$ cat src/pkg/dai_consts.vh
/*
 * Constants of the drive activity indicator: register map, field positions,
 * reset values and command opcodes.
 * Assumes inclusion by bare name from the design files.
 */
`ifndef DAI_CONSTS_VH
`define DAI_CONSTS_VH

// Register word indices
`define DAI_REG_CTRL      4'h0
`define DAI_REG_PKT_FORCE 4'h1
`define DAI_REG_STATUS    4'h2
`define DAI_REG_PKT_STAT  4'h3

// Control register fields
`define DAI_CTRL_EMUL_BIT 0
`define DAI_CTRL_SIG_BIT  1
`define DAI_CTRL_OPC_BIT  2
`define DAI_CTRL_RESET    32'h0000_0006

// Packet command opcodes
`define DAI_OPC_PACKET    8'ha0
`define DAI_OPC_IDENT_PKT 8'ha1

// Wait states before the slave answers
`define DAI_BUS_WAIT      2'h1

`endif

$ cat src/hdl/dai_channel.v
/*
 * One channel of the drive activity indicator: packet device classification
 * and busy term.
 * Assumes inputs synchronous to clk_in and a clean asynchronous reset.
 */
`timescale 1ns/1ns
`default_nettype none
`include "dai_consts.vh"

module dai_channel #(
	parameter TAGS = 32
) (
	input  wire            clk_in,
	input  wire            rstn_in,
	input  wire            clear_in,
	input  wire            bsy_in,
	input  wire [TAGS-1:0] sactive_in,
	input  wire            sig_valid_in,
	input  wire            sig_packet_in,
	input  wire            cmd_valid_in,
	input  wire [7:0]      cmd_opcode_in,
	input  wire            use_sig_in,
	input  wire            use_opc_in,
	input  wire            force_pkt_in,
	output reg             packet_out,
	output reg             busy_term_out
);

	reg next_packet;

	// Classify device from signature or opcode; software force only masks the busy term
	always @* begin
		next_packet = packet_out;
		if (use_sig_in && sig_valid_in)
			next_packet = sig_packet_in;
		if (use_opc_in && cmd_valid_in &&
		    (cmd_opcode_in == `DAI_OPC_PACKET || cmd_opcode_in == `DAI_OPC_IDENT_PKT))
			next_packet = 1'b1;
	end

	// Classification and registered busy term
	always @(posedge clk_in or negedge rstn_in) begin
		if (!rstn_in) begin
			packet_out    <= 1'b0;
			busy_term_out <= 1'b0;
		end else begin
			packet_out    <= clear_in ? 1'b0 : next_packet;
			// Packet devices never contribute activity
			busy_term_out <= (bsy_in || (|sactive_in)) &&
			                 !(next_packet || force_pkt_in);
		end
	end

endmodule // dai_channel

`default_nettype wire

$ cat src/hdl/dai_top.v
/*
 * Drive activity indicator top: channels, two-drive emulation secondary
 * term, open-drain activity outputs and Avalon-MM register slave.
 * Assumes all inputs synchronous to clk_in; pins resolved outside.
 */
// Added by the designer: register access over Avalon-MM and the register offsets.
`timescale 1ns/1ns
`default_nettype none
`include "dai_consts.vh"

module dai_top #(
	parameter CHANNELS = 4,
	parameter TAGS     = 32,
	parameter SEC_CH   = 1
) (
	input  wire                     clk_in,
	input  wire                     rstn_in,
	input  wire                     hardware_clear_in,
	input  wire [CHANNELS-1:0]      bsy_in,
	input  wire [CHANNELS*TAGS-1:0] sactive_in,
	input  wire [CHANNELS-1:0]      sig_valid_in,
	input  wire [CHANNELS-1:0]      sig_packet_in,
	input  wire [CHANNELS-1:0]      cmd_valid_in,
	input  wire [CHANNELS*8-1:0]    cmd_opcode_in,
	input  wire                     secondary_present_in,
	input  wire                     reg_fis_tx_in,
	input  wire [CHANNELS-1:0]      led_in,
	input  wire                     led_all_in,
	input  wire [3:0]               avs_address,
	input  wire                     avs_read,
	input  wire                     avs_write,
	input  wire [31:0]              avs_writedata,
	output reg  [31:0]              avs_readdata,
	output reg                      avs_waitrequest,
	output reg  [CHANNELS-1:0]      led_out,
	output reg  [CHANNELS-1:0]      led_oe_n_out,
	output reg                      led_all_out,
	output reg                      led_all_oe_n_out
);

	reg  [31:0]         ctrl;
	reg  [CHANNELS-1:0] pkt_force;
	reg                 secondary_term;
	reg                 clear_q;
	reg  [1:0]          wait_cnt;
	reg  [CHANNELS-1:0] next_act;
	reg  [31:0]         next_rdata;
	wire [CHANNELS-1:0] busy_term;
	wire [CHANNELS-1:0] packet;
	wire                clear_now;
	wire                emul_on;
	wire                bus_req;
	wire                bus_done;
	integer             i;

	// Power-on clear and hardware clear combine into one indicator reset
	assign clear_now = hardware_clear_in || clear_q;
	assign emul_on   = ctrl[`DAI_CTRL_EMUL_BIT];
	assign bus_req   = avs_read || avs_write;
	assign bus_done  = bus_req && (wait_cnt == `DAI_BUS_WAIT);

	// Power-on clear stretch: one cycle after async reset release
	always @(posedge clk_in or negedge rstn_in) begin
		if (!rstn_in)
			clear_q <= 1'b1;
		else
			clear_q <= 1'b0;
	end

	genvar g;
	generate
		for (g = 0; g < CHANNELS; g = g + 1) begin : g_ch
			dai_channel #(
				.TAGS(TAGS)
			) u_ch (
				.clk_in        (clk_in),
				.rstn_in       (rstn_in),
				.clear_in      (clear_now),
				.bsy_in        (bsy_in[g]),
				.sactive_in    (sactive_in[g*TAGS +: TAGS]),
				.sig_valid_in  (sig_valid_in[g]),
				.sig_packet_in (sig_packet_in[g]),
				.cmd_valid_in  (cmd_valid_in[g]),
				.cmd_opcode_in (cmd_opcode_in[g*8 +: 8]),
				.use_sig_in    (ctrl[`DAI_CTRL_SIG_BIT]),
				.use_opc_in    (ctrl[`DAI_CTRL_OPC_BIT]),
				.force_pkt_in  (pkt_force[g]),
				.packet_out    (packet[g]),
				.busy_term_out (busy_term[g])
			);
		end
	endgenerate

	// Secondary term: set during reset, cleared by Register FIS on its channel
	always @(posedge clk_in or negedge rstn_in) begin
		if (!rstn_in)
			secondary_term <= 1'b0;
		else if (!(emul_on && secondary_present_in))
			secondary_term <= 1'b0;
		else if (clear_now)
			secondary_term <= 1'b1;
		else if (reg_fis_tx_in)
			secondary_term <= 1'b0;
	end

	// Per-channel activity: busy term OR secondary term on its channel
	always @* begin
		for (i = 0; i < CHANNELS; i = i + 1)
			next_act[i] = busy_term[i] || (secondary_term && (i == SEC_CH));
	end

	// Open-drain outputs, low while lit; enable low means driving
	always @(posedge clk_in or negedge rstn_in) begin
		if (!rstn_in) begin
			led_out          <= {CHANNELS{1'b1}};
			led_oe_n_out     <= {CHANNELS{1'b1}};
			led_all_out      <= 1'b1;
			led_all_oe_n_out <= 1'b1;
		end else begin
			led_out          <= {CHANNELS{1'b0}};
			led_oe_n_out     <= ~next_act;
			led_all_out      <= 1'b0;
			led_all_oe_n_out <= ~(|next_act);
		end
	end

	// Read mux
	always @* begin
		next_rdata = 32'h0000_0000;
		case (avs_address)
			`DAI_REG_CTRL:      next_rdata = ctrl;
			`DAI_REG_PKT_FORCE: next_rdata[CHANNELS-1:0] = pkt_force;
			`DAI_REG_STATUS: begin
				next_rdata[CHANNELS-1:0] = ~led_in;
				next_rdata[16]           = ~led_all_in;
				next_rdata[17]           = secondary_term;
			end
			`DAI_REG_PKT_STAT:  next_rdata[CHANNELS-1:0] = packet;
			default:            next_rdata = 32'h0000_0000;
		endcase
	end

	// Avalon-MM slave with one wait state
	always @(posedge clk_in or negedge rstn_in) begin
		if (!rstn_in) begin
			ctrl            <= `DAI_CTRL_RESET;
			pkt_force       <= {CHANNELS{1'b0}};
			wait_cnt        <= 2'h0;
			avs_waitrequest <= 1'b1;
			avs_readdata    <= 32'h0000_0000;
		end else begin
			if (bus_req && !bus_done && avs_waitrequest)
				wait_cnt <= wait_cnt + 2'h1;
			else
				wait_cnt <= 2'h0;
			avs_waitrequest <= !(bus_req && (wait_cnt + 2'h1 == `DAI_BUS_WAIT) &&
			                     avs_waitrequest);
			// Read data launched one edge early so it stands at completion
			if (bus_req && (wait_cnt + 2'h1 == `DAI_BUS_WAIT) && avs_waitrequest)
				avs_readdata <= next_rdata;
			// Writes land only at the completion edge, waitrequest low
			if (bus_req && !avs_waitrequest) begin
				if (avs_write && avs_address == `DAI_REG_CTRL)
					ctrl <= avs_writedata & 32'h0000_0007;
				if (avs_write && avs_address == `DAI_REG_PKT_FORCE)
					pkt_force <= avs_writedata[CHANNELS-1:0];
			end
		end
	end

endmodule // dai_top

`default_nettype wire

$ cat config.mk
export PLATFORM = sky130hd
export DESIGN_NAME = dai_top
export DESIGN_NICKNAME = d
export VERILOG_FILES = /design/src/hdl/dai_channel.v /design/src/hdl/dai_top.v
export VERILOG_INCLUDE_DIRS = /design/src /design/src/pkg
export SDC_FILE = /design/constraint.sdc
export NUM_CORES = 1
export LEC_CHECK = 0
export BUFFER_PORTS_ARGS = -buffer_cell sky130_fd_sc_hd__clkbuf_2
export CAP_MARGIN = 40
export CORE_AREA = 2 2 104 106
export DETAILED_ROUTE_END_ITERATION = 10
export DIE_AREA = 0 0 106 108
export PLACE_DENSITY = 0.52
export SYNTH_ARGS = -nofsm -noshare
export SYNTH_HDL_FRONTEND = slang
export SYNTH_SLANG_ARGS = --single-unit
$ cat constraint.sdc
create_clock -name clk_in -period 1.66 [get_ports clk_in]
set_input_delay 0.166 -clock clk_in [delete_from_list [all_inputs] [get_ports clk_in]]
set_output_delay 0.166 -clock clk_in [all_outputs]
set_load 0.02 [all_outputs]
# Yosys cells after proc, flatten, opt, wreduce, memory -nomap -nowiden
# Index checks and enable logic that the tools add are counted.
dict set report classes {
  muxes 18
  n_eq_ne 14
  addsub 1
  bitwise_logic 4
  reduce_logical 55
}
# operator n
set ops {}
lappend ops {{32-bit OR reduction} 4}
lappend ops {{8-bit equality test (second input constant)} 8}
lappend ops {{1-bit logical AND} 25}
lappend ops {{4-bit case mux with 4 select lines} 1}
lappend ops {{1-bit logical OR} 15}
lappend ops {{1-bit two-way mux} 15}
lappend ops {{4-bit by 2-bit equality test with 1-bit output (second input constant)} 2}
lappend ops {{4-bit NOT} 2}
lappend ops {{1-bit logical NOT} 7}
lappend ops {{2-bit by 1-bit equality test with 1-bit output (second input constant)} 2}
lappend ops {{4-bit by 1-bit equality test with 1-bit output (second input constant)} 1}
lappend ops {{4-bit logical NOT} 1}
lappend ops {{2-bit two-way mux} 2}
lappend ops {{2-bit AND reduction} 2}
lappend ops {{4-bit OR reduction} 1}
lappend ops {{3-bit by 2-bit inequality test with 1-bit output (second input constant)} 1}
lappend ops {{2-bit by 1-bit adder with 2-bit output (second input constant)} 1}
lappend ops {{1-bit NOT} 2}
dict set report totals {
  reg_bits 35
}

# Logic depth before layout (Yosys ltp)
# Gate-level depths: netlist (run 1).
dict set report logic_depth {
  depth_word 7
  ltp_mapped 5
  depth_no_buf 5
}

# Hierarchy
# From an unflattened synthesis (run 1), not the netlist that was laid out.
dict set report hier_totals {
  hier_cells 189
  hier_area_um2 1958.1
}
# module n_inst area_per_inst_um2 cells_per_inst
set by_module_without_submodules {}
lappend by_module_without_submodules {dai_top 1 1242.4 105}
lappend by_module_without_submodules {dai_channel 4 178.9 21}

# Worst setup path after synthesis (run 1)
# OpenSTA, ideal clock, no wires.
dict set report synth_timing {
  path_kind {reg-to-reg}
  from {register avs_waitrequest}
  to {register avs_readdata[0]}
  path_slack_ps 426
  synth_period_minus_slack_ps 1234
  n_path_buf 0
  arrival_ps 1168
  path_stages_with_launch 4
  cell_sequence {dfstp_2 > o211ai_2 > nor3_2 > a22o_1}
}
dict set report synth_via {
  elab_chain_cells 1
}
# element line
set synth_lines {}
lappend synth_lines {{start, declared} dai_top.v:34} ;# output reg avs_waitrequest,
lappend synth_lines {{start signal, assigned} dai_top.v:156} ;# avs_waitrequest <= !(bus_req && (wait_cnt + 2'h1 == `DAI_BUS_WAIT) &&
lappend synth_lines {{1-bit logical AND} dai_top.v:159} ;# if (bus_req && (wait_cnt + 2'h1 == `DAI_BUS_WAIT) && avs_waitrequest)
lappend synth_lines {{end signal, assigned} dai_top.v:160} ;# avs_readdata <= next_rdata;
lappend synth_lines {{end, declared} dai_top.v:33} ;# output reg [31:0] avs_readdata,
# No other way between the ends.
# A chain may end at the register's enable or synchronous reset.

# Worst setup path after layout (run 1)
dict set report layout_timing {
  from {register wait_cnt[0]}
  to {register avs_readdata[1]}
}
dict set report layout_via {
  elab_chain_cells 4
}
# element line
set layout_lines {}
lappend layout_lines {{start, declared} dai_top.v:45} ;# reg [1:0] wait_cnt;
lappend layout_lines {{start signal, assigned} dai_top.v:153} ;# wait_cnt <= wait_cnt + 2'h1;
lappend layout_lines {{2-bit by 1-bit adder with 2-bit output} dai_top.v:159}
lappend layout_lines {{2-bit by 1-bit equality test with 1-bit output (no line)} -}
lappend layout_lines {{1-bit logical AND (2 in series)} dai_top.v:159}
# No other way between the ends.

==> out/metrics.yaml, run 1 <==
outcome:
  run_status: "finished clean"
yosys:
  yosys.area.top_type: "sky130_fd_sc_hd__dfrtp_1"
  synth_xor_area_frac: 0
  synth-main-ff-cell: "sky130_fd_sc_hd__dfrtp_1"
  synth_warnings: 0
  syn_area_per_cell_um2: 10.3
  yosys-top-cells-area: "sky130_fd_sc_hd__dfrtp_1 28%, sky130_fd_sc_hd__dfstp_2 12%, sky130_fd_sc_hd__buf_4 12%, sky130_fd_sc_hd__nor4_1 10%, sky130_fd_sc_hd__mux2_2 4.1%"
  synthSimpleGateAreaFrac: 0.274
  yosysMostFrequentCell: "sky130_fd_sc_hd__nor4_1"
  synth_sequential_area_ratio: 0.405
  synth_enable_flop_cells: 0
  combinational_family_with_the_most_area_after_synthesis: "simple AND/OR/NAND/NOR gates"
  syn-cell-area_mm2: 0.00194
  synth.top_cell.area_share: 0.283
  yosysUniqueCellTypes: 32
  synthesized_area_fraction_occupied_by_ao_oa_aoi_and_oai_cells: 0.0708
  synthMuxAreaShare: 0.0959
  syn_inst: 189
  synth_fa_ha_area_frac: 0.0129
  ys_ff_latch: 31
  synthArstFlopShare: 1.00
  synth_common_cells: "32 x sky130_fd_sc_hd__nor4_1, 30 x sky130_fd_sc_hd__buf_4, 22 x sky130_fd_sc_hd__dfrtp_1, 17 x sky130_fd_sc_hd__nand2_1"
routing:
  detail_route.wirelength_mm: 7.08
  routed_via_density: 4.06
  routed_wire_length_per_instance_um: 13.1
  ant_nets: 0
  drtPass1Iterations: 4
  via_count: 2190
  drt_iter0_markers: 70
  remaining_drc_errors: 0
worst_setup_path:
  critPathKind: "reg2reg"
  critPathLaunchType: "register"
  cp-end-kind: "register"
  critical_path.slowest_cell: "sky130_fd_sc_hd__dfrtp_1"
  required_ns: 1.88
  r2r_setup_slack_ns: 0.33
  buffer_and_inverter_count_on_the_worst_path: 1
  worst_path_largest_cell_delay_ns: 0.39
  sequence_of_cells_on_the_critical_path: "inv_1 > ha_1 > o211ai_2 > nor3_2 > a22o_1"
  timing.critical_path.arrival_ns: 1.55
  critical_path_fanout_max: 10
  worst_path_dominant_cell_family: "flip-flops"
cts:
  post_cts.repair.setup_buffers: 0
  clock_sinks: 31
  cts.htree.levels: 2
  cts_tree: "yes"
  clk-insertion-delay-late_ns: 0.28
  clockBufferDepth: 2
  clk_pin_slew_ns: 0.07
  cts_bufs_inserted: 5
  root_buffer: "sky130_fd_sc_hd__clkbuf_8"
place:
  port-buffer-count: 208
  dp.cells: 530
  postPlaceCellArea_mm2: 0.00303
  gp_congestion: 0.742
  dp.final_hpwl_mm: 6.23
global_route:
  grt_antenna_before_repair: 0
  pin_count_of_the_biggest_net_entering_global_routing: 32
  first_global_vias: 2178
  gr-total-overflow: 0
  global_route_usage_over_all_layers: 0.121
  grt_first_pass_wirelength_mm: 10.8
power_and_ir_drop:
  power.ir.vdd_worst_mv: 0.414
  cellLeakagePower_uw: 0.00167
  pwr_density_cell_mw_per_mm2: 859
final_layout:
  area_delta_synth_final_pct: 61.6
  final_design_utilization: 0.307
  layout.nets: 628
  layout.cells.non_filler: 539
  drive_gt1_frac: 0.608
  diodes: 0
  final_area_mm2: 0.00314
sta:
  hold_slack_ns: 0.0671
  setup_viol: 0
  max_freq_ghz: 0.751
  final_hold_vios: 0
  fin_skew_ns: 0.00467
  timing.setup.tns_ns: 0
  period_share: 0.802
  finalWorstPathRequiredPeriod_ns: 1.33
  maxSlewViolCount: 0
  rsz_0062_raised_after_global_routing: "false"
floorplanning:
  initial_core_util: 0.190
  full_die_area_mm2: 0.0114
  die-height_um: 108
  fp.dieW_um: 106
  floorplan.core_area_mm2: 0.0102
  placementRows: 37
  pin_count: 267
flow_run:
  cap_viol_max_count: 0
hold_path:
  min_path_type: "in2reg"
## cell usage in the layout (no fill, tap or decap), drive strengths merged, types with 4 or more instances in the layout
master  netlist  routed
clkbuf        0     216
nor4         32      32
conb          1      27
dfrtp        22      22
nand2        17      17
inv           9       9
dfstp         9       9
mux2          7       7
o31ai         6       6
nor4b         4       4
nand3b        4       4
mux2i         4       4
and2          4       4
nand4         4       4
or4           4       4
a211oi        4       4
a22o          4       4
## power by group
group          switching [uW]  total, uW  internal [uW]  leakage (uW)
Combinational             459        872            413       0.00124
Sequential                154       1170           1010      0.000378
Clock                     280        658            378     0.0000515
Total                     893       2700           1810       0.00167
## metal layers
| layer | share of wire | GRT usage | vias to the layer above |
|---|---|---|---|
| met2 | 0.51 | 0.210 | 111 |
| met5 | 0 | 0 | - |
| met4 | 0.0097 | 0.0291 | 0 |
| met1 | 0.42 | 0.154 | 985 |
| met3 | 0.066 | 0.0271 | 8 |
| li1 | - | - | 1086 |
## worst register-to-register path, cell delays in order (launching register included)
cell and delay, ns:
sky130_fd_sc_hd__dfrtp_1 0.39, sky130_fd_sc_hd__inv_1 0.06, sky130_fd_sc_hd__ha_1 0.15, sky130_fd_sc_hd__o211ai_2 0.21
sky130_fd_sc_hd__nor3_2 0.29, sky130_fd_sc_hd__a22o_1 0.17
## final cells by class
type	instances	area [um2]
fill	1107	7090
timing repair buffer	211	1070
multi-input combinational	144	983
sequential	31	787
tap	136	170
clock buffer	8	100
inverter	9	33.8
## stage by stage
step | power (uW) | worst slack, ns
after floorplan | 1660 | 0.426
after global placement | 2050 | 0.286
after detailed placement | 2070 | 0.268
after CTS | 2740 | 0.284
after global routing | 2900 | 0.160
final | 2700 | 0.328
## kinds of logic (layout without fill, tap and decap cells)
kind of cell    count (synthesis)  count (layout)
simple gates                   83              83
buf+inv                        40             228
flops                          31              31
compound gates                 18              18
mux                            14              14
fa+ha+maj                       2               2
other cells                     1              27
## flip-flops by register name, summed over array words and instances (netlist names)
register / cells
secondary_term: 1
led_oe_n_out: 4
ctrl: 3
led_out: 1
g_ch.u_ch.busy_term_out: 4
g_ch.u_ch.packet_out: 4
avs_readdata: 6
pkt_force: 4
wait_cnt: 2
avs_waitrequest: 1
led_all_oe_n_out: 1
## path summary, 6_finish.rpt
path / from / to / cells after the start
max: wait_cnt[0]$_DFF_PN0_ / avs_readdata[1]$_DFFE_PN0P_ / 5
min: led_all_in / avs_readdata[16]$_DFFE_PN0P_ / 2
max reg2reg: wait_cnt[0]$_DFF_PN0_ / avs_readdata[1]$_DFFE_PN0P_ / 5
min reg2reg: g_ch[1].u_ch.busy_term_out$_DFF_PN0_ / led_oe_n_out[1]$_DFF_PN1_ / 1
max in group asynchronous: rstn_in / ctrl[2]$_DFFE_PN1P_ / 3
min in group asynchronous: rstn_in / avs_readdata[3]$_DFFE_PN0P_ / 3
## repair_timing
item | in CTS | in global routing
hold endpoints to repair | 22 | 0
resized for setup | 0 | 0
hold buffers | 1 | 0
Power figures use the tool's default switching activity.
==> inputs of run 2 (changes only) <==
- ABC_AREA: not set -> 1
- CORE_AREA: 2 2 104 106 -> 2 2 105 107
- DIE_AREA: 0 0 106 108 -> 0 0 107 109
- PLACE_DENSITY: 0.52 -> 0.54
- clock period: 1.66 -> 1.3 ns (I/O delays scaled with it)
==> out/metrics.yaml, run 2 <==
outcome:
  run_status: "finished clean"
worst_setup_path:
  most_frequent_cell_on_the_critical_path: "sky130_fd_sc_hd__nor2_1"
  critical_path.slowest_cell: "sky130_fd_sc_hd__dfstp_2"
  worst_path_largest_cell_delay_ns: 0.56  # +0.17 ns
  timing.critical_path.arrival_ns: 1.39  # -0.16 ns
  critPathLaunchType: "register"
  critical_path_fanout_max: 5  # -5
  critPathKind: "reg2reg"
  cp-end-kind: "register"
  sequence_of_cells_on_the_critical_path: "buf_12 > nand2_1 > nor2_1 > nand4_1 > nand3_1 > nor2_1"
  required_ns: 1.47  # -0.41 ns
final_layout:
  n_fill_cell: 1181  # +6.7%
  layout.nets: 786  # +25%
  largest_register: "avs_readdata"
  diodes: 0  # unchanged
  final_area_mm2: 0.00347  # +11%
  drive_gt1_frac: 0.431  # -0.177
  area_delta_synth_final_pct: 55.8
  layout_commonest_cell: "sky130_fd_sc_hd__clkbuf_2"
  multi_input_logic_area_mm2: 0.00117  # +19%
  final_design_utilization: 0.328  # +0.0206
  final-seq-area_um2: 787  # unchanged
  largest_register_ffs: 6  # unchanged
  most-common-layout-cells: "208 x sky130_fd_sc_hd__clkbuf_2, 107 x sky130_fd_sc_hd__nor2_1, 73 x sky130_fd_sc_hd__nand2_1, 32 x sky130_fd_sc_hd__inv_1, 30 x sky130_fd_sc_hd__nand3_1"
floorplanning:
  full_die_area_mm2: 0.0117  # +1.9%
  floorplan.core_area_mm2: 0.0106  # +3.6%
  placementRows: 38  # +2.7%
  fp.dieW_um: 107  # +0.94%
  pin_count: 267  # unchanged
  initial_core_util: 0.210  # +0.0204
  die-height_um: 109  # +0.93%
place:
  dp.final_hpwl_mm: 6.40  # +2.9%
  port-buffer-count: 208  # unchanged
  postPlaceCellArea_mm2: 0.00332  # +9.5%
  gp_congestion: 0.764  # +3.0%
yosys:
  synthArstFlopShare: 1.00  # unchanged
  syn_area_per_cell_um2: 6.48  # -37%
  yosys-top-cells-area: "sky130_fd_sc_hd__dfrtp_1 25%, sky130_fd_sc_hd__nor2_1 18%, sky130_fd_sc_hd__nand2_1 12%, sky130_fd_sc_hd__dfstp_2 11%, sky130_fd_sc_hd__buf_4 10%"
  synth_warnings: 0  # unchanged
  synth_common_cells: "107 x sky130_fd_sc_hd__nor2_1, 73 x sky130_fd_sc_hd__nand2_1, 32 x sky130_fd_sc_hd__inv_1, 30 x sky130_fd_sc_hd__buf_4, 30 x sky130_fd_sc_hd__nand3_1"
  yosys.area.top_type: "sky130_fd_sc_hd__dfrtp_1"
  synth-main-ff-cell: "sky130_fd_sc_hd__dfrtp_1"
  synth_sequential_area_ratio: 0.353  # -0.0520
  ys_ff_latch: 31  # unchanged
  yosysUniqueCellTypes: 23  # -28%
  synth.top_cell.area_share: 0.247  # -0.0364
  syn-cell-area_mm2: 0.00223  # +15%
  syn_inst: 344  # +82%
  yosysMostFrequentCell: "sky130_fd_sc_hd__nor2_1"
  synth_enable_flop_cells: 0  # unchanged
cts:
  cts_tree: "yes"
  cts_bufs_inserted: 5  # unchanged
  cts-resized-gates: 0  # unchanged
  clockBufferDepth: 2  # unchanged
  clk-insertion-delay-late_ns: 0.28  # about the same
  clk_pin_slew_ns: 0.07  # about the same
  root_buffer: "sky130_fd_sc_hd__clkbuf_8"
  clock_sinks: 31  # unchanged
  cts.htree.levels: 2  # unchanged
routing:
  routed.top_layer: "met4"
  ant_nets: 0  # unchanged
  routed_wire_length_per_instance_um: 10.3  # -21%
  drt_iter0_markers: 90  # +29%
  remaining_drc_errors: 0  # unchanged
  routed_via_density: 3.92  # -3.6%
  via_count: 2745  # +25%
  detail_route.wirelength_mm: 7.23  # +2.2%
  wirelength_met1_mm: 2.78  # -5.6%
  routed-wl-met2_mm: 3.85  # +7.1%
  drtPass1Iterations: 4  # unchanged
  met3_length_um: 533  # +13%
sta:
  timing.setup.tns_ns: 0  # unchanged
  maxSlewViolCount: 0  # unchanged
  max_freq_ghz: 0.816  # +8.7%
  setup_viol: 0  # unchanged
  fin_skew_ns: 0.00562  # +0.000952 ns
  period_share: 0.943  # +0.140
  final_hold_vios: 0  # unchanged
  finalWorstPathRequiredPeriod_ns: 1.23  # -0.106 ns
  rsz_0062_raised_after_global_routing: "false"
global_route:
  grt_first_pass_wirelength_mm: 11.1  # +3.1%
  global_route_usage_over_all_layers: 0.122  # +0.000621
  first_global_vias: 2481  # +14%
  pin_count_of_the_biggest_net_entering_global_routing: 32  # unchanged
  grt_antenna_before_repair: 0  # unchanged
  gr-total-overflow: 0  # unchanged
power_and_ir_drop:
  p_clk_frac: 0.230  # -0.014
  p_sw_uw: 1280  # +43%
  seq_power_share: 0.409  # -0.024
  pwr-share-comb: 0.361  # +0.038
  p_int_uw: 2360  # +31%
  pwr_density_cell_mw_per_mm2: 1050  # +22%
  p_total_uw: 3640  # +35%
  swShare: 0.351  # +0.0203
  power.ir.vdd_worst_mv: 0.625  # +51%
  cellLeakagePower_uw: 0.00198  # +18%
hold_path:
  min_path_type: "in2reg"
flow_run:
  cap_viol_max_count: 0  # unchanged
-- run 2: final cells by class --
| type | count | area share |
|---|---|---|
| clock buffer | 7 | 0.0277 |
| inverter | 33 | 0.0357 |
| clock inverter | 1 | 0.00216 |
| timing repair buffer | 215 | 0.319 |
| tap | 140 | 0.0504 |
| sequential | 31 | 0.227 |
| multi-input combinational | 274 | 0.338 |
-- run 2: worst max-delay path: cells and delay by family (launching register included) --
kind                   cells  cell delay [ns]
DFF                        1             0.56
and+or+nand+nor            5             0.43
buffers and inverters      1             0.12
-- run 2: power by group through the flow --
stage	combinational, uW	sequential, uW	clock (uW)
6_report	1310	1490	839
4_1_cts	1210	1520	875
5_1_grt	1500	1530	912
2_1_floorplan	649	1560	0
3_3_place_gp	1180	1530	0
3_5_place_dp	1200	1540	0
-- run 2: logic make-up (layout without fill, tap and decap cells) --
| logic type | count (synthesis) | count (layout) | share of synthesized area |
|---|---|---|---|
| other | 1 | 27 | 0.00168 |
| AND/OR/NAND/NOR | 230 | 230 | 0.435 |
| flip-flops | 31 | 31 | 0.353 |
| adder cells (fa/ha/maj) | 2 | 2 | 0.0112 |
| AO/OA/AOI/OAI | 15 | 15 | 0.0348 |
| buffers and inverters | 65 | 256 | 0.164 |
-- run 2: final timing paths --
check                           slack [ns]                            startpoint                                    to  depth (start not counted)
worst max-delay path                  0.07                   ctrl[2]$_DFFE_PN1P_  g_ch[1].u_ch.busy_term_out$_DFF_PN0_                          6
worst min-delay path                  0.04                            led_all_in          avs_readdata[16]$_DFFE_PN0P_                          2
worst max register to register        0.07                   ctrl[2]$_DFFE_PN1P_  g_ch[1].u_ch.busy_term_out$_DFF_PN0_                          6
worst min register to register        0.40  g_ch[0].u_ch.busy_term_out$_DFF_PN0_             led_oe_n_out[0]$_DFF_PN1_                          1
max in group asynchronous             0.57                               rstn_in             led_oe_n_out[0]$_DFF_PN1_                          3
min in group asynchronous             0.41                               rstn_in              pkt_force[2]$_DFFE_PN0P_                          3
-- run 2: metrics by stage --
| step | cells | hold WS, ns | worst slack (ns) |
|---|---|---|---|
| floorplan | 370 | -0.166 | 0.133 |
| global placement | 688 | 0.172 | 0.0310 |
| detailed placement | 688 | 0.177 | 0.0458 |
| CTS | 697 | 0.0316 | 0.0335 |
| global route | 701 | 0.0453 | 0.00193 |
| finish | 701 | 0.0429 | 0.0743 |
-- run 2: metal layers --
metal  vias to the layer above  GRT usage
met2                       106      0.220
met5                         -          0
met3                         4     0.0275
li1                       1440          -
met1                      1195      0.146
met4                         0     0.0315
-- run 2: repair_timing --
| item | in CTS | in global routing |
|---|---|---|
| hold endpoints to repair | 22 | 0 |
| endpoints found under the setup margin | 0 | 6 |
| buffers inserted | 0 | 4 |
| hold buffers | 1 | 0 |
==> inputs of run 3 (changes only) <==
- ABC_AREA: 1 -> not set
- CORE_AREA: 2 2 105 107 -> 2 2 104 106
- DIE_AREA: 0 0 107 109 -> 0 0 106 108
- PLACE_DENSITY: 0.54 -> 0.52
==> out/metrics.yaml, run 3 (synthesis gave the netlist of run 1 again) <==
worst_setup_path:
  required_ns: 1.49  # +0.02 ns
  timing.critical_path.arrival_ns: 1.52  # +0.13 ns
  critPathKind: "reg2reg"
  cp-end-kind: "register"
  sequence_of_cells_on_the_critical_path: "buf_6 > nand2_2 > mux2i_1 > o31ai_2 > a211oi_2"
  critPathLaunchType: "register"
  critical_path.slowest_cell: "sky130_fd_sc_hd__dfstp_2"
  worst_path_largest_cell_delay_ns: 0.62  # +0.06 ns
  critical_path_fanout_max: 5  # unchanged
final_layout:
  layout.nets: 634  # -19%
  layout_commonest_cell: "sky130_fd_sc_hd__clkbuf_2"
  drive_gt1_frac: 0.641  # +0.209
  largest_register: "avs_readdata"
  final_design_utilization: 0.321  # -0.00706
  n_fill_cell: 1113  # -5.8%
  diodes: 0  # unchanged
  most-common-layout-cells: "208 x sky130_fd_sc_hd__clkbuf_2, 32 x sky130_fd_sc_hd__nor4_1, 27 x sky130_fd_sc_hd__conb_1, 22 x sky130_fd_sc_hd__dfrtp_1, 14 x sky130_fd_sc_hd__nand2_1"
  final_area_mm2: 0.00328  # -5.6%
  area_delta_synth_final_pct: 68.8
  largest_register_ffs: 6  # unchanged
floorplanning:
  pin_count: 267  # unchanged
  full_die_area_mm2: 0.0114  # -1.8%
  die-height_um: 108  # -0.92%
  fp.dieW_um: 106  # -0.93%
  floorplan.core_area_mm2: 0.0102  # -3.5%
  initial_core_util: 0.190  # -0.0204
  placementRows: 37  # -2.6%
global_route:
  pin_count_of_the_biggest_net_entering_global_routing: 32  # unchanged
  grt_first_pass_wirelength_mm: 10.9  # -1.9%
  first_global_vias: 2253  # -9.2%
  global_route_usage_over_all_layers: 0.121  # -0.000687
  grt_antenna_before_repair: 0  # unchanged
  gr-total-overflow: 0  # unchanged
outcome:
  failed_checks: "negative setup slack"
  run_status: "complete, but fails checks"
place:
  dp.final_hpwl_mm: 6.20  # -3.1%
  postPlaceCellArea_mm2: 0.00305  # -8.0%
  worst_slack_placed_ns: -0.0963  # -0.142 ns
  gp_congestion: 0.756  # -1.1%
  port-buffer-count: 208  # unchanged
routing:
  via_count: 2245  # -18%
  drt_iter0_markers: 30  # -67%
  routed_via_density: 4.12  # +5.2%
  drtPass1Iterations: 4  # unchanged
  routed_wire_length_per_instance_um: 12.9  # +25%
  detail_route.wirelength_mm: 7.04  # -2.6%
  remaining_drc_errors: 0  # unchanged
  ant_nets: 0  # unchanged
  met3_length_um: 465  # -13%
  routed-wl-met2_mm: 3.70  # -4.0%
  routed.top_layer: "met4"
  wirelength_met1_mm: 2.83  # +1.9%
cts:
  clk_pin_slew_ns: 0.06  # about the same
  clock_sinks: 31  # unchanged
  cts_bufs_inserted: 5  # unchanged
  cts_tree: "yes"
  clk-insertion-delay-late_ns: 0.28  # about the same
  clockBufferDepth: 2  # unchanged
  root_buffer: "sky130_fd_sc_hd__clkbuf_8"
  cts.htree.levels: 2  # unchanged
sta:
  finalWorstSetupSlack_ns: -0.0287  # -0.103 ns
  max_freq_ghz: 0.753  # -7.8%
  period_share: 1.02  # +0.0793
  rsz_0062_raised_after_global_routing: "true"
  setup_viol: 4  # +4
  finalWorstPathRequiredPeriod_ns: 1.33  # +0.103 ns
  fin_skew_ns: 0.00272  # -0.00290 ns
  final_hold_vios: 0  # unchanged
  maxSlewViolCount: 0  # unchanged
power_and_ir_drop:
  power.ir.vdd_worst_mv: 0.680  # +8.9%
  pwr_density_cell_mw_per_mm2: 1110  # +6.3%
  cellLeakagePower_uw: 0.00173  # -13%
flow_run:
  cap_viol_max_count: 0  # unchanged
hold_path:
  min_path_type: "in2reg"
==> run 3: cell count changes in the layout (fill, tap and decap cells not counted), moves of 7 or more <==
cell                      previous run  this run
sky130_fd_sc_hd__nor4_1              0        32
sky130_fd_sc_hd__inv_1              32         9
sky130_fd_sc_hd__mux2_2              0         7
sky130_fd_sc_hd__nand3_1            30         1
sky130_fd_sc_hd__nor2_1            107         3
sky130_fd_sc_hd__nand2_1            73        14
==> run 3: cell type report <==
| class | instances | area, um2 | area share |
|---|---|---|---|
| inverter | 9 | 33.8 | 0.0103 |
| timing repair buffer | 217 | 1130 | 0.345 |
| sequential | 31 | 787 | 0.240 |
| multi-input combinational | 144 | 1060 | 0.322 |
| tap | 136 | 170 | 0.0519 |
| clock buffer | 8 | 100 | 0.0305 |
==> run 3: critical path, delay by kind of cell, from the launching register on <==
kind / cells / cell delay [ns]
and+or+nand+nor: 1 / 0.04
muxes: 1 / 0.17
AOI/OAI and AO/OA: 2 / 0.28
DFF: 1 / 0.62
buffers and inverters: 1 / 0.12
==> run 3: where the power goes <==
group	switching, uW	internal, uW	total, uW
clock network	344	482	826
registers	213	1300	1510
logic	654	666	1320
total	1210	2440	3660
==> run 3: final timing paths <==
| path | startpoint | to | slack [ns] | cells past startpoint |
|---|---|---|---|---|
| setup / recovery | ctrl[1]$_DFFE_PN1P_ | g_ch[3].u_ch.busy_term_out$_DFF_PN0_ | -0.03 | 5 |
| hold / removal | led_all_in | avs_readdata[16]$_DFFE_PN0P_ | 0.04 | 2 |
| setup reg to reg | ctrl[1]$_DFFE_PN1P_ | g_ch[3].u_ch.busy_term_out$_DFF_PN0_ | -0.03 | 5 |
| hold reg to reg | g_ch[1].u_ch.busy_term_out$_DFF_PN0_ | led_oe_n_out[1]$_DFF_PN1_ | 0.36 | 1 |
| max in group asynchronous | rstn_in | led_out[2]$_DFF_PN1_ | 0.58 | 3 |
| min in group asynchronous | rstn_in | g_ch[1].u_ch.busy_term_out$_DFF_PN0_ | 0.40 | 3 |
==> run 3: through the flow <==
stage	total power [uW]	hold slack (ns)	instances	TNS (ns)
floorplan	2120	-0.166	215	0
global placement	2650	0.166	533	-0.371
detailed placement	2680	0.168	533	-0.518
CTS	3600	0.0280	543	-0.288
global route	3900	0.0284	545	-0.777
finish	3660	0.0351	545	-0.0698
==> run 3: per-layer routing <==
layer,global-route usage,vias up
li1,-,1098
met1,0.148,1030
met2,0.223,112
met3,0.0241,5
met4,0.0235,0
met5,0,-
==> run 3: what timing repair did <==
item / in CTS / in global routing
hold buffers: 1 / 0
endpoints found under the setup margin: 13 / 15
setup buffers: 1 / 2
resized for setup: 9 / 8
pin swaps: 1 / 4
hold endpoints to repair: 22 / 0
